### src/hw/beacon_pkg.sv
package beacon_pkg;
  // clock and timing figures
  localparam int unsigned CLK_MHZ          = 20;
  localparam int unsigned PERIOD_US        = 500;
  localparam int unsigned HALF_PERIOD_US   = 250;
  localparam int unsigned DELAY_STEP_US    = 2;
  localparam int unsigned DEFAULT_DELAY_US = 2000;
  localparam int unsigned PERIOD_CYC       = PERIOD_US * CLK_MHZ;
  localparam int unsigned DEFAULT_DELAY_CYC = DEFAULT_DELAY_US * CLK_MHZ;
  // counter widths
  localparam int unsigned CYC_W = 16;
  localparam int unsigned NUM_W = 4;
  localparam int unsigned SET_W = 8;
  localparam logic [CYC_W-1:0] DELAY_STEP_CYC = CYC_W'(DELAY_STEP_US * CLK_MHZ);
  // setting that puts the sample at mid period for an ideal emitter
  localparam logic [SET_W-1:0] IDEAL_DELAY_SETTING = SET_W'(HALF_PERIOD_US / DELAY_STEP_US);
  // identity mapping
  localparam logic [2:0]       STRAP_ZERO  = 3'h0;
  localparam logic [NUM_W-1:0] RED_ZERO_NUM = 4'h8;
  localparam logic [NUM_W-1:0] BLUE_OFFSET  = 4'h8;
  localparam logic [NUM_W-1:0] NUM_MAX      = 4'hF;
  // reset values
  localparam logic [CYC_W-1:0] CYC_RST = 16'h0000;
  localparam logic [NUM_W-1:0] NUM_RST = 4'h0;

  typedef enum logic [1:0] {
    TX_IDLE  = 2'b01,
    TX_PAUSE = 2'b10
  } tx_state_t;

  typedef enum logic [2:0] {
    RX_IDLE  = 3'b001,
    RX_WAIT  = 3'b010,
    RX_COUNT = 3'b100
  } rx_state_t;
endpackage

### src/hw/ir_beacon_id_timing.sv
// Operation
// the emitter holds its pause for 500 us per step of its beacon number.
// period timing is reloaded exactly each step so error never accumulates.
// an ideal emitter is read with a 250 us wait, sampling mid period.
// the pre-pause setting 0..255 is doubled into a 0..510 us wait.
// out of reset the pre-pause wait is a long default beyond the setting range.
// the three strap pins form a binary code, first pin most significant.
// a grounded strap reads 0 and an open strap reads 1 through a pull-up.
// the straps are watched every cycle and a change applies at once.
// red variant maps codes 1..7 to numbers 1..7 and code 0 to number 8.
// blue variant number is the strap code plus eight, giving 8..15.
// after the wait the receiver counts whole periods of pause and reports them.
`timescale 1ns/100ps
module ir_beacon_id_timing
#(
  parameter int unsigned PERIOD_CYCLES = beacon_pkg::PERIOD_CYC,
  parameter int unsigned DEFAULT_DELAY = beacon_pkg::DEFAULT_DELAY_CYC
)
(
  input  wire logic                          i_clk,
  input  wire logic                          i_srst,
  input  wire logic                          i_ce,
  input  wire logic [2:0]                    i_identity_strap_pins,
  input  wire logic                          i_blue_variant,
  input  wire logic                          i_emit_start,
  input  wire logic                          i_ir_seen,
  input  wire logic                          i_set_prepause_we,
  input  wire logic [beacon_pkg::SET_W-1:0]  i_set_prepause_delay,
  output logic                               o_led_on,
  output logic                               o_emit_busy,
  output logic [beacon_pkg::NUM_W-1:0]       o_beacon_num,
  output logic                               o_detect_valid,
  output logic [beacon_pkg::NUM_W-1:0]       o_detect_num
);
  import beacon_pkg::*;

  localparam logic [CYC_W-1:0] PER_LAST  = CYC_W'(PERIOD_CYCLES - 1);
  localparam logic [CYC_W-1:0] DLY_RESET = CYC_W'(DEFAULT_DELAY);

  // strap code to beacon number; pins are pad inputs with pull-ups
  function automatic logic [NUM_W-1:0] beacon_num_f(input logic [2:0] pins,
                                                     input logic       blue);
    logic [NUM_W-1:0] code;
    code = {1'b0, pins}; // first pin is the msb R06
    if (blue)
      beacon_num_f = code + BLUE_OFFSET;
    else if (pins == STRAP_ZERO)
      beacon_num_f = RED_ZERO_NUM;
    else
      beacon_num_f = code;
  endfunction

  logic [NUM_W-1:0] num_now;
  assign num_now = beacon_num_f(i_identity_strap_pins, i_blue_variant);

  // emitter
  tx_state_t        tx_state_r, tx_state_nxt;
  logic [CYC_W-1:0] tx_cyc_r, tx_cyc_nxt;
  logic [NUM_W-1:0] tx_step_r, tx_step_nxt;
  logic [NUM_W-1:0] num_r, num_nxt;
  logic             tx_end;

  // pause ends on the live number, so a strap change mid pause applies at once
  assign tx_end = (tx_cyc_r == PER_LAST) && ((tx_step_r + 4'h1) >= num_r);

  // emitter next state
  always_comb
  begin
    tx_state_nxt = tx_state_r;
    tx_cyc_nxt   = tx_cyc_r;
    tx_step_nxt  = tx_step_r;
    num_nxt      = num_now;
    case (tx_state_r)
      TX_IDLE:
      begin
        if (i_emit_start)
        begin
          tx_state_nxt = TX_PAUSE;
          tx_cyc_nxt   = CYC_RST;
          tx_step_nxt  = NUM_RST;
        end
      end
      TX_PAUSE:
      begin
        if (tx_end)
          tx_state_nxt = TX_IDLE;
        else if (tx_cyc_r == PER_LAST)
        begin
          // exact reload, no slip per step
          tx_cyc_nxt  = CYC_RST;
          tx_step_nxt = tx_step_r + 4'h1;
        end
        else
          tx_cyc_nxt = tx_cyc_r + 16'h0001;
      end
      default:
        tx_state_nxt = TX_IDLE;
    endcase
  end

  always_ff @(posedge i_clk)
  begin
    if (i_srst)
    begin
      tx_state_r <= TX_IDLE;
      tx_cyc_r   <= CYC_RST;
      tx_step_r  <= NUM_RST;
      num_r      <= NUM_RST;
    end
    else if (i_ce)
    begin
      tx_state_r <= tx_state_nxt;
      tx_cyc_r   <= tx_cyc_nxt;
      tx_step_r  <= tx_step_nxt;
      num_r      <= num_nxt;
    end
  end

  assign o_led_on     = (tx_state_r == TX_IDLE);
  assign o_emit_busy  = (tx_state_r == TX_PAUSE);
  assign o_beacon_num = num_r;

  // receiver
  rx_state_t        rx_state_r, rx_state_nxt;
  logic [CYC_W-1:0] rx_cyc_r, rx_cyc_nxt;
  logic [CYC_W-1:0] delay_r, delay_nxt;
  logic [NUM_W-1:0] rx_cnt_r, rx_cnt_nxt;
  logic [NUM_W-1:0] det_num_r, det_num_nxt;
  logic             det_vld_r, det_vld_nxt;
  logic             ir_prev_r;

  // receiver next state
  always_comb
  begin
    rx_state_nxt = rx_state_r;
    rx_cyc_nxt   = rx_cyc_r;
    rx_cnt_nxt   = rx_cnt_r;
    det_num_nxt  = det_num_r;
    det_vld_nxt  = 1'b0;
    delay_nxt    = delay_r;
    if (i_set_prepause_we)
      delay_nxt = CYC_W'({8'h00, i_set_prepause_delay} * DELAY_STEP_CYC);
    case (rx_state_r)
      RX_IDLE:
      begin
        // falling edge of the light marks the start of the pause
        if (ir_prev_r && !i_ir_seen)
        begin
          rx_state_nxt = RX_WAIT;
          rx_cyc_nxt   = delay_r;
          rx_cnt_nxt   = NUM_RST;
        end
      end
      RX_WAIT:
      begin
        if (rx_cyc_r == CYC_RST)
          rx_state_nxt = RX_COUNT;
        else
          rx_cyc_nxt = rx_cyc_r - 16'h0001;
      end
      RX_COUNT:
      begin
        // one sample per period, landing where the wait placed it
        if (rx_cyc_r == CYC_RST)
        begin
          if (i_ir_seen)
          begin
            rx_state_nxt = RX_IDLE;
            det_num_nxt  = rx_cnt_r;
            det_vld_nxt  = 1'b1;
          end
          else if (rx_cnt_r != NUM_MAX)
            rx_cnt_nxt = rx_cnt_r + 4'h1;
          if (!i_ir_seen)
            rx_cyc_nxt = PER_LAST;
        end
        else
          rx_cyc_nxt = rx_cyc_r - 16'h0001;
      end
      default:
        rx_state_nxt = RX_IDLE;
    endcase
  end

  always_ff @(posedge i_clk)
  begin
    if (i_srst)
    begin
      rx_state_r <= RX_IDLE;
      rx_cyc_r   <= CYC_RST;
      rx_cnt_r   <= NUM_RST;
      det_num_r  <= NUM_RST;
      det_vld_r  <= 1'b0;
      delay_r    <= DLY_RESET;
      ir_prev_r  <= 1'b0;
    end
    else if (i_ce)
    begin
      rx_state_r <= rx_state_nxt;
      rx_cyc_r   <= rx_cyc_nxt;
      rx_cnt_r   <= rx_cnt_nxt;
      det_num_r  <= det_num_nxt;
      det_vld_r  <= det_vld_nxt;
      delay_r    <= delay_nxt;
      ir_prev_r  <= i_ir_seen;
    end
  end

  // valid would otherwise repeat for every frozen cycle
  assign o_detect_valid = det_vld_r & i_ce;
  assign o_detect_num   = det_num_r;
endmodule
### config.mk
export PLATFORM = sky130hd
export DESIGN_NAME = ir_beacon_id_timing
export DESIGN_NICKNAME = d
export VERILOG_FILES = /design/src/hw/beacon_pkg.sv /design/src/hw/ir_beacon_id_timing.sv
export SDC_FILE = /design/constraint.sdc
export NUM_CORES = 1
export LEC_CHECK = 0
export ABC_AREA = 1
export BUFFER_PORTS_ARGS = -buffer_cell sky130_fd_sc_hd__buf_4
export CORE_MARGIN = 4
export CORE_UTILIZATION = 55
export CTS_CLUSTER_DIAMETER = 80
export DETAILED_ROUTE_END_ITERATION = 10
export PLACE_DENSITY_LB_ADDON = 0.05
export SLEW_MARGIN = 40
export SYNTH_ARGS = -nofsm -noshare
export SYNTH_HDL_FRONTEND = slang
export SYNTH_SLANG_ARGS = --single-unit
### constraint.sdc
create_clock -name i_clk -period 4.45 [get_ports i_clk]
set_input_delay 0.2225 -clock i_clk [delete_from_list [all_inputs] [get_ports i_clk]]
set_output_delay 0.2225 -clock i_clk [all_outputs]
set_load 0.01 [all_outputs]
==> metrics, run 1 <==
vias in the first global route 3,727; vias per cell 5.24; peak supply drop 275 uV; sequential share of the synthesized area 31.2%; Core Box Area 0.00745 mm2; Worst-Margin Slew 0.641 ns; Post-synth EDFFs 0; Placed Cells 768; GR Util All Layers about 22%; DRT Pass-1 Iters 5; Top-Level Pins 29; post-route ant nets 0; Syn Inst Count ~660; CTS resizes 0; outcome complete, no violations; RSZ-0062 raised after global routing no; library cells used by synthesis 38; # fillers 739; Die Wd between 90 and 100 um; total CTS buffers 9; final hold violation count 0; Critical Path Fanout Max 19; final setup fails 0; Final min period 2.08 ns; power share of the clock group between 20 and 25%; DR WL/cell 12.4 um; fmax 481 MHz; Flop pwr share between 30% and 40%; syn avg cell area 6.54 um2; die height 96.5 um; CTS clk-pin slew, worst paths approximately 0.080 ns; Worst Skew between 0.01 and 0.015 ns; element type at the critical path end register; Synth top area share 31.2%; Post-Syn Area around 0.0043 mm2; PwrDens 497 mW/mm2; #FFs+latches synth 67; syn nets 698; critical path class reg -> reg; fraction of layout cells with a size suffix above 1 between 10% and 20%; Post-CTS Setup Bufs 0; CTS Hold Bufs 0; commonest non-fill, non-tap cells in the layout 173 x nand2_1, 104 x nor2_1, 67 x dfxtp_1, 58 x nand3_1, 54 x inv_1; CP Launch Type register; area grow syn2layout 10.1%; Comb pwr share 45.3%; initial antenna violation count 0; num rows 31; diode count 0; crit path DAT 2.30 ns; WP data required 4.67 ns; Slew HR 57.2%; initial core utilization 57.8%; global-route wire length before repair between 15 and 20 mm; via count about 4,100; DRC errors left 0; non-filler instance count after layout between 700 and 800; CTS Root Cell clkbuf_8; Main synth FF type dfxtp_1; top post-synthesis cells by area dfxtp_1 31%, nand2_1 15%, nor2_1 9.1%, nand3_1 6.7%, ha_1 6.1%; Ys Warns 0; switching part of the total 44.0%; GPL Wtd Cong 0.863; fin. max-slew vios 0; largest net degree at the start of global routing 37; Max Cap Viol 0; DPL Wire Length 7.16 mm; # clock sinks 67; total gr overflow 0; commonest non-fill, non-tap cell in the layout nand2_1; Iter 0 DRT Violations 188; internal power 1.32 mW; I/O Buffers 28; H-tree levels 3; Final period util 46.7%; nets 720; clock buffer depth 2; Setup TNS Final 0 ns; switching power 1.04 mW; Routed WL 9.72 mm; Synth area leader dfxtp_1; asr flop ratio synth 0%; CTS tree done; hold crit path type in -> reg; die area 0.00931 mm2; Leakage 2.17 nW; Worst-Skew Late Latency 0.34 ns
[cell usage after synthesis, types with 2 or more instances]
library cell	number
inv_2	12
xnor2_1	7
buf_6	3
nand2_2	6
buf_4	3
ha_1	21
nand2_1	173
or2_2	3
xor2_1	10
nand2_4	3
nor3_1	5
o211ai_1	2
a21oi_1	37
clkinv_1	2
dfxtp_1	67
o21bai_1	2
nor3_2	2
clkbuf_1	9
o21ai_0	21
nor2_2	3
nor2_4	3
o21ai_1	8
o221ai_1	2
nor2_1	104
nand3_4	3
nand3_1	58
nand4_1	15
a21oi_2	10
inv_1	55
[cells by family (layout without fill, tap and decap cells)]
family,count (synthesis),in the layout,share of synthesized area (%)
AOI/OAI and AO/OA,84,84,11.2
buffers and inverters,86,113,8.31
DFF,67,67,31.2
and+or+nand+nor,382,382,39.3
adders and majority gates,22,22,6.57
xor gates and xnor gates,17,17,3.46
[final cells by class]
class / instances / area, um2 / area share, %
multi-input combinational: 505 / 2610 / 55.0
sequential: 67 / 1340 / 28.3
inverter: 69 / 259 / 5.46
timing repair buffer: 28 / 210 / 4.43
clock buffer: 9 / 124 / 2.61
tap: 99 / 124 / 2.61
clock inverter: 7 / 76.3 / 1.61
[per-layer routing]
metal  global-route usage [%]  wire length (um)
met4                     7.36               115
met3                     3.80               461
met2                     34.9              4250
met1                     31.0              4900
met5                        0                 0
[power by group through the flow]
stage | clock, mW | combinational, mW | sequential (mW)
after floorplan | 0 | 0.878 | 0.770
after global placement | 0 | 1.04 | 0.788
after detailed placement | 0 | 1.06 | 0.792
after CTS | 0.519 | 1.07 | 0.779
after global routing | 0.550 | 1.23 | 0.795
final | 0.511 | 1.07 | 0.779
[registers in the layout, summed over array words and instances, names as in the netlist, 2 cells and up]
signal	cells
o_detect_num	4
rx_state_r	3
rx_cyc_r	16
rx_cnt_r	4
tx_state_r	2
o_beacon_num	4
tx_step_r	4
tx_cyc_r	16
delay_r	12
[worst paths after layout]
check / from / end / slack [ns] / cells past startpoint
setup / recovery: tx_step_r[0] / tx_cyc_r[14] / 2.37 / 11
hold / removal: i_identity_strap_pins[0] / o_beacon_num[0] / 0.12 / 3
setup reg to reg: tx_step_r[0] / tx_cyc_r[14] / 2.37 / 11
hold reg to reg: delay_r[15] / delay_r[15] / 0.45 / 2
[critical path, cell delays in order, from the launching register on]
cell,delay (ns)
dfxtp_1,0.39
nand3_1,0.11
xnor2_1,0.16
ha_1,0.30
a21o_1,0.15
nor2_4,0.04
nand2_2,0.13
nand3_4,0.23
nand2_4,0.26
nand2_1,0.09
nand2_1,0.07
nor2_1,0.04
[through the flow]
stage / total power [mW] / setup WS, ns / util, % / hold WS, ns / cell area [um2]
after global placement: 1.83 / 2.46 / 61.0 / 0.430 / 4540
after detailed placement: 1.85 / 2.37 / 61.0 / 0.441 / 4540
after CTS: 2.36 / 2.36 / 63.7 / 0.112 / 4740
final: 2.36 / 2.37 / 63.7 / 0.117 / 4740
after floorplan: 1.65 / 2.63 / - / 0.357 / 4310
after global routing: 2.57 / 2.13 / 63.7 / 0.110 / 4740
(Power assumes the default switching activity.)
==> inputs of run 2 (changes only) <==
--- a/config.mk
+++ b/config.mk
@@ -5,10 +5,10 @@
 export SDC_FILE = /design/constraint.sdc
 export NUM_CORES = 1
 export LEC_CHECK = 0
-export ABC_AREA = 1
+export ABC_AREA = 0
 export BUFFER_PORTS_ARGS = -buffer_cell sky130_fd_sc_hd__buf_4
 export CORE_MARGIN = 4
-export CORE_UTILIZATION = 55
+export CORE_UTILIZATION = 54
 export CTS_CLUSTER_DIAMETER = 80
 export DETAILED_ROUTE_END_ITERATION = 10
 export PLACE_DENSITY_LB_ADDON = 0.05
==> constraint.sdc (replaced) <==
create_clock -name i_clk -period 1.7 [get_ports i_clk]
set_input_delay 0.085 -clock i_clk [delete_from_list [all_inputs] [get_ports i_clk]]
set_output_delay 0.085 -clock i_clk [all_outputs]
set_load 0.01 [all_outputs]
==> metrics, run 2 <==
global-route wire length before repair 19.7 mm (+19%); GPL Wtd Cong 0.953 (+10%); registers with the most flip-flops rx_cyc_r x16, tx_cyc_r x16, delay_r x12; setup ws final -0.599 ns (-2.97 ns); CTS Root Cell clkbuf_8; Die Wd 91.2 um (-5.5%); hold crit path type in -> reg; crit path DAT 2.55 ns (+0.25 ns); Ys Warns 0 (unchanged); CTS tree done; fraction of layout cells with a size suffix above 1 45.5% (+32 points); Main synth FF type dfxtp_1; initial core utilization 55.3% (-2.6 points); commonest cells in the netlist 67 x dfxtp_1, 50 x nor2_1, 44 x nand2_1; Slew HR 58.7% (+1.5 points); vias per cell 6.35 (+21%); Leakage 2.48 nW (+14%); Worst-Skew Late Latency 0.36 ns (+0.02 ns); area grow syn2layout 60.1%; Worst Skew 0.0129 ns (+0.00117 ns); die area 0.00831 mm2 (-11%); Iter 0 DRT Violations 284 (+51%); commonest non-fill, non-tap cells in the layout 135 x buf_4, 61 x dfxtp_1, 48 x nor2_1, 42 x nand2_1, 20 x a21oi_1; I/O Buffers 28 (unchanged); library cells used by synthesis 60 (+58%); critical path class reg -> reg; Max Cap Viol 0 (unchanged); asr flop ratio synth 0% (unchanged); outcome complete, but fails checks; clock buffer depth 2 (unchanged); # fillers 314 (-58%); largest net degree at the start of global routing 48 (+30%); # clock sinks 67 (unchanged); final setup fails 50 (+50); peak supply drop 584 uV (+110%); CP Launch Type register; via count 4,416 (+7.5%); element type at the critical path end register; H-tree levels 3 (unchanged); CTS clk-pin slew, worst paths 0.08 ns (about the same); fin area 0.00598 mm2 (+26%); Top-Level Pins 29 (unchanged); dpl ws -0.551 ns (-2.92 ns); PwrDens 811 mW/mm2 (+63%); DPL Wire Length 7.87 mm (+9.9%); DRT Pass-1 Iters 5 (unchanged); vias in the first global route 4,329 (+16%); total CTS buffers 9 (unchanged); most common cell in the netlist dfxtp_1; #FFs+latches synth 67 (unchanged); Worst-Margin Slew 0.619 ns (-0.0218 ns); Final min period 2.30 ns (+0.219 ns); top post-synthesis cells by area dfxtp_1 36%, ha_1 7.0%, a21oi_1 5.2%, nor2_1 5.0%, nand2_1 4.4%; syn avg cell area 8.13 um2 (+24%); syn nets 499 (-29%); initial antenna violation count 0 (unchanged); Final Core Density 88.5% (+25 points); Post-Syn Area 0.00373 mm2 (-13%); Syn Inst Count 459 (-30%); Synth area leader dfxtp_1; diode count 0 (unchanged); final hold slack -0.00413 ns (-0.121 ns); sequential share of the synthesized area 35.9% (+4.8 points); num rows 30 (-3.2%); final hold violation count 1 (+1); Post-synth EDFFs 0 (unchanged); failing checks hold timing, setup timing; DR WL/cell 20.4 um (+64%); commonest non-fill, non-tap cell in the layout buf_4; Final period util 135% (+89 points); fmax 435 MHz (-9.5%); Synth top area share 35.9% (+4.8 points); Core Box Area 0.00676 mm2 (-9.3%); Critical Path Fanout Max 9 (-10); total gr overflow 0 (unchanged); R2R setup slack -0.60 ns (-2.97 ns); post-route ant nets 0 (unchanged); WP data required 1.95 ns (-2.72 ns); fin. max-slew vios 0 (unchanged); nets 650 (-9.7%); GR Util All Layers 29.3% (+7.1 points); placed inst area 0.00508 mm2 (+12%); Routed WL 14.2 mm (+46%); die height 91.2 um (-5.5%); RSZ-0062 raised after global routing yes; DRC errors left 0 (unchanged)
==> run 2: cell count changes in the layout (fill, tap and decap cells not counted), sizes merged, moves of 6 or more <==
cell / change
a21oi: -8
nand4: -11
nor2: -60
mux2i: +11
a211oi: +6
inv: -51
buf: +131
nand2: -138
nand3: -44
and3: +7
nor3b: +6
or3: +8
==> run 2: logic make-up after synthesis <==
kind of cell,Yosys count,synth area share (%)
XOR/XNOR,16,3.75
AND/OR/NAND/NOR,177,23.3
AO/OA/AOI/OAI,128,22.6
adder cells (fa/ha/maj),22,7.57
buffers and inverters,38,3.92
multiplexers,11,2.95
flip-flops,67,35.9
==> run 2: final cells by class <==
type | instances | area, um2 | share of cell area, %
clock buffer | 12 | 145 | 2.43
clock inverter | 4 | 50.0 | 0.837
inverter | 17 | 66.3 | 1.11
multi-input combinational | 354 | 2900 | 48.6
sequential | 67 | 1360 | 22.7
tap | 80 | 100 | 1.67
timing repair buffer | 161 | 1360 | 22.7
==> run 2: metal layers <==
| layer | vias up | wire [um] | track usage (%) |
|---|---|---|---|
| met3 | 86 | 755 | 4.23 |
| met2 | 223 | 7150 | 55.8 |
| met5 | - | 0 | 0 |
| met4 | 0 | 874 | 15.1 |
| met1 | 2128 | 5400 | 30.9 |
| li1 | 1979 | - | - |
==> run 2: worst max-delay path, cell delays in order, from the launching register on <==
cell,delay [ns]
dfxtp_4,0.37
ha_4,0.17
xor2_2,0.14
ha_1,0.28
o21ai_2,0.06
o211ai_1,0.18
o311ai_2,0.15
buf_4,0.19
buf_12,0.14
o2111ai_4,0.25
xor2_1,0.19
nor2_1,0.06
==> run 2: per-stage QoR <==
stage | cells | total power [mW] | hold slack [ns] | setup TNS (ns)
final | 695 | 4.85 | -0.00413 | -18.86
after global placement | 655 | 3.01 | 0.330 | -14.24
after floorplan | 459 | 2.44 | 0.221 | -10.51
after global routing | 695 | 4.99 | 0.0328 | -22.56
after CTS | 689 | 4.60 | 0.000637 | -17.49
after detailed placement | 655 | 3.05 | 0.342 | -17.31
==> run 2: power breakdown <==
part | switching, mW | leakage [nW] | internal [mW]
registers | 0.0555 | 0.548 | 1.64
clock network | 0.624 | 0.0926 | 0.716
logic | 0.952 | 1.83 | 0.863
==> run 2: worst paths after layout <==
| kind | depth (start not counted) | start | endpoint |
|---|---|---|---|
| worst max-delay path | 11 | tx_step_r[0] | tx_cyc_r[15] |
| worst min register to register | 2 | delay_r[9] | delay_r[9] |
| worst min-delay path | 3 | i_identity_strap_pins[0] | o_beacon_num[0] |
| worst max register to register | 11 | tx_step_r[0] | tx_cyc_r[15] |
==> run 2: timing repair <==
| action | 4_1_cts | 5_1_grt |
|---|---|---|
| hold endpoints to repair | 2 | 0 |
| hold buffers | 2 | 0 |
| pin swaps | 42 | 40 |
| cloned | 1 | 1 |
| setup buffers | 16 | 8 |
| resized for setup | 58 | 50 |
| endpoints found under the setup margin | 50 | 51 |
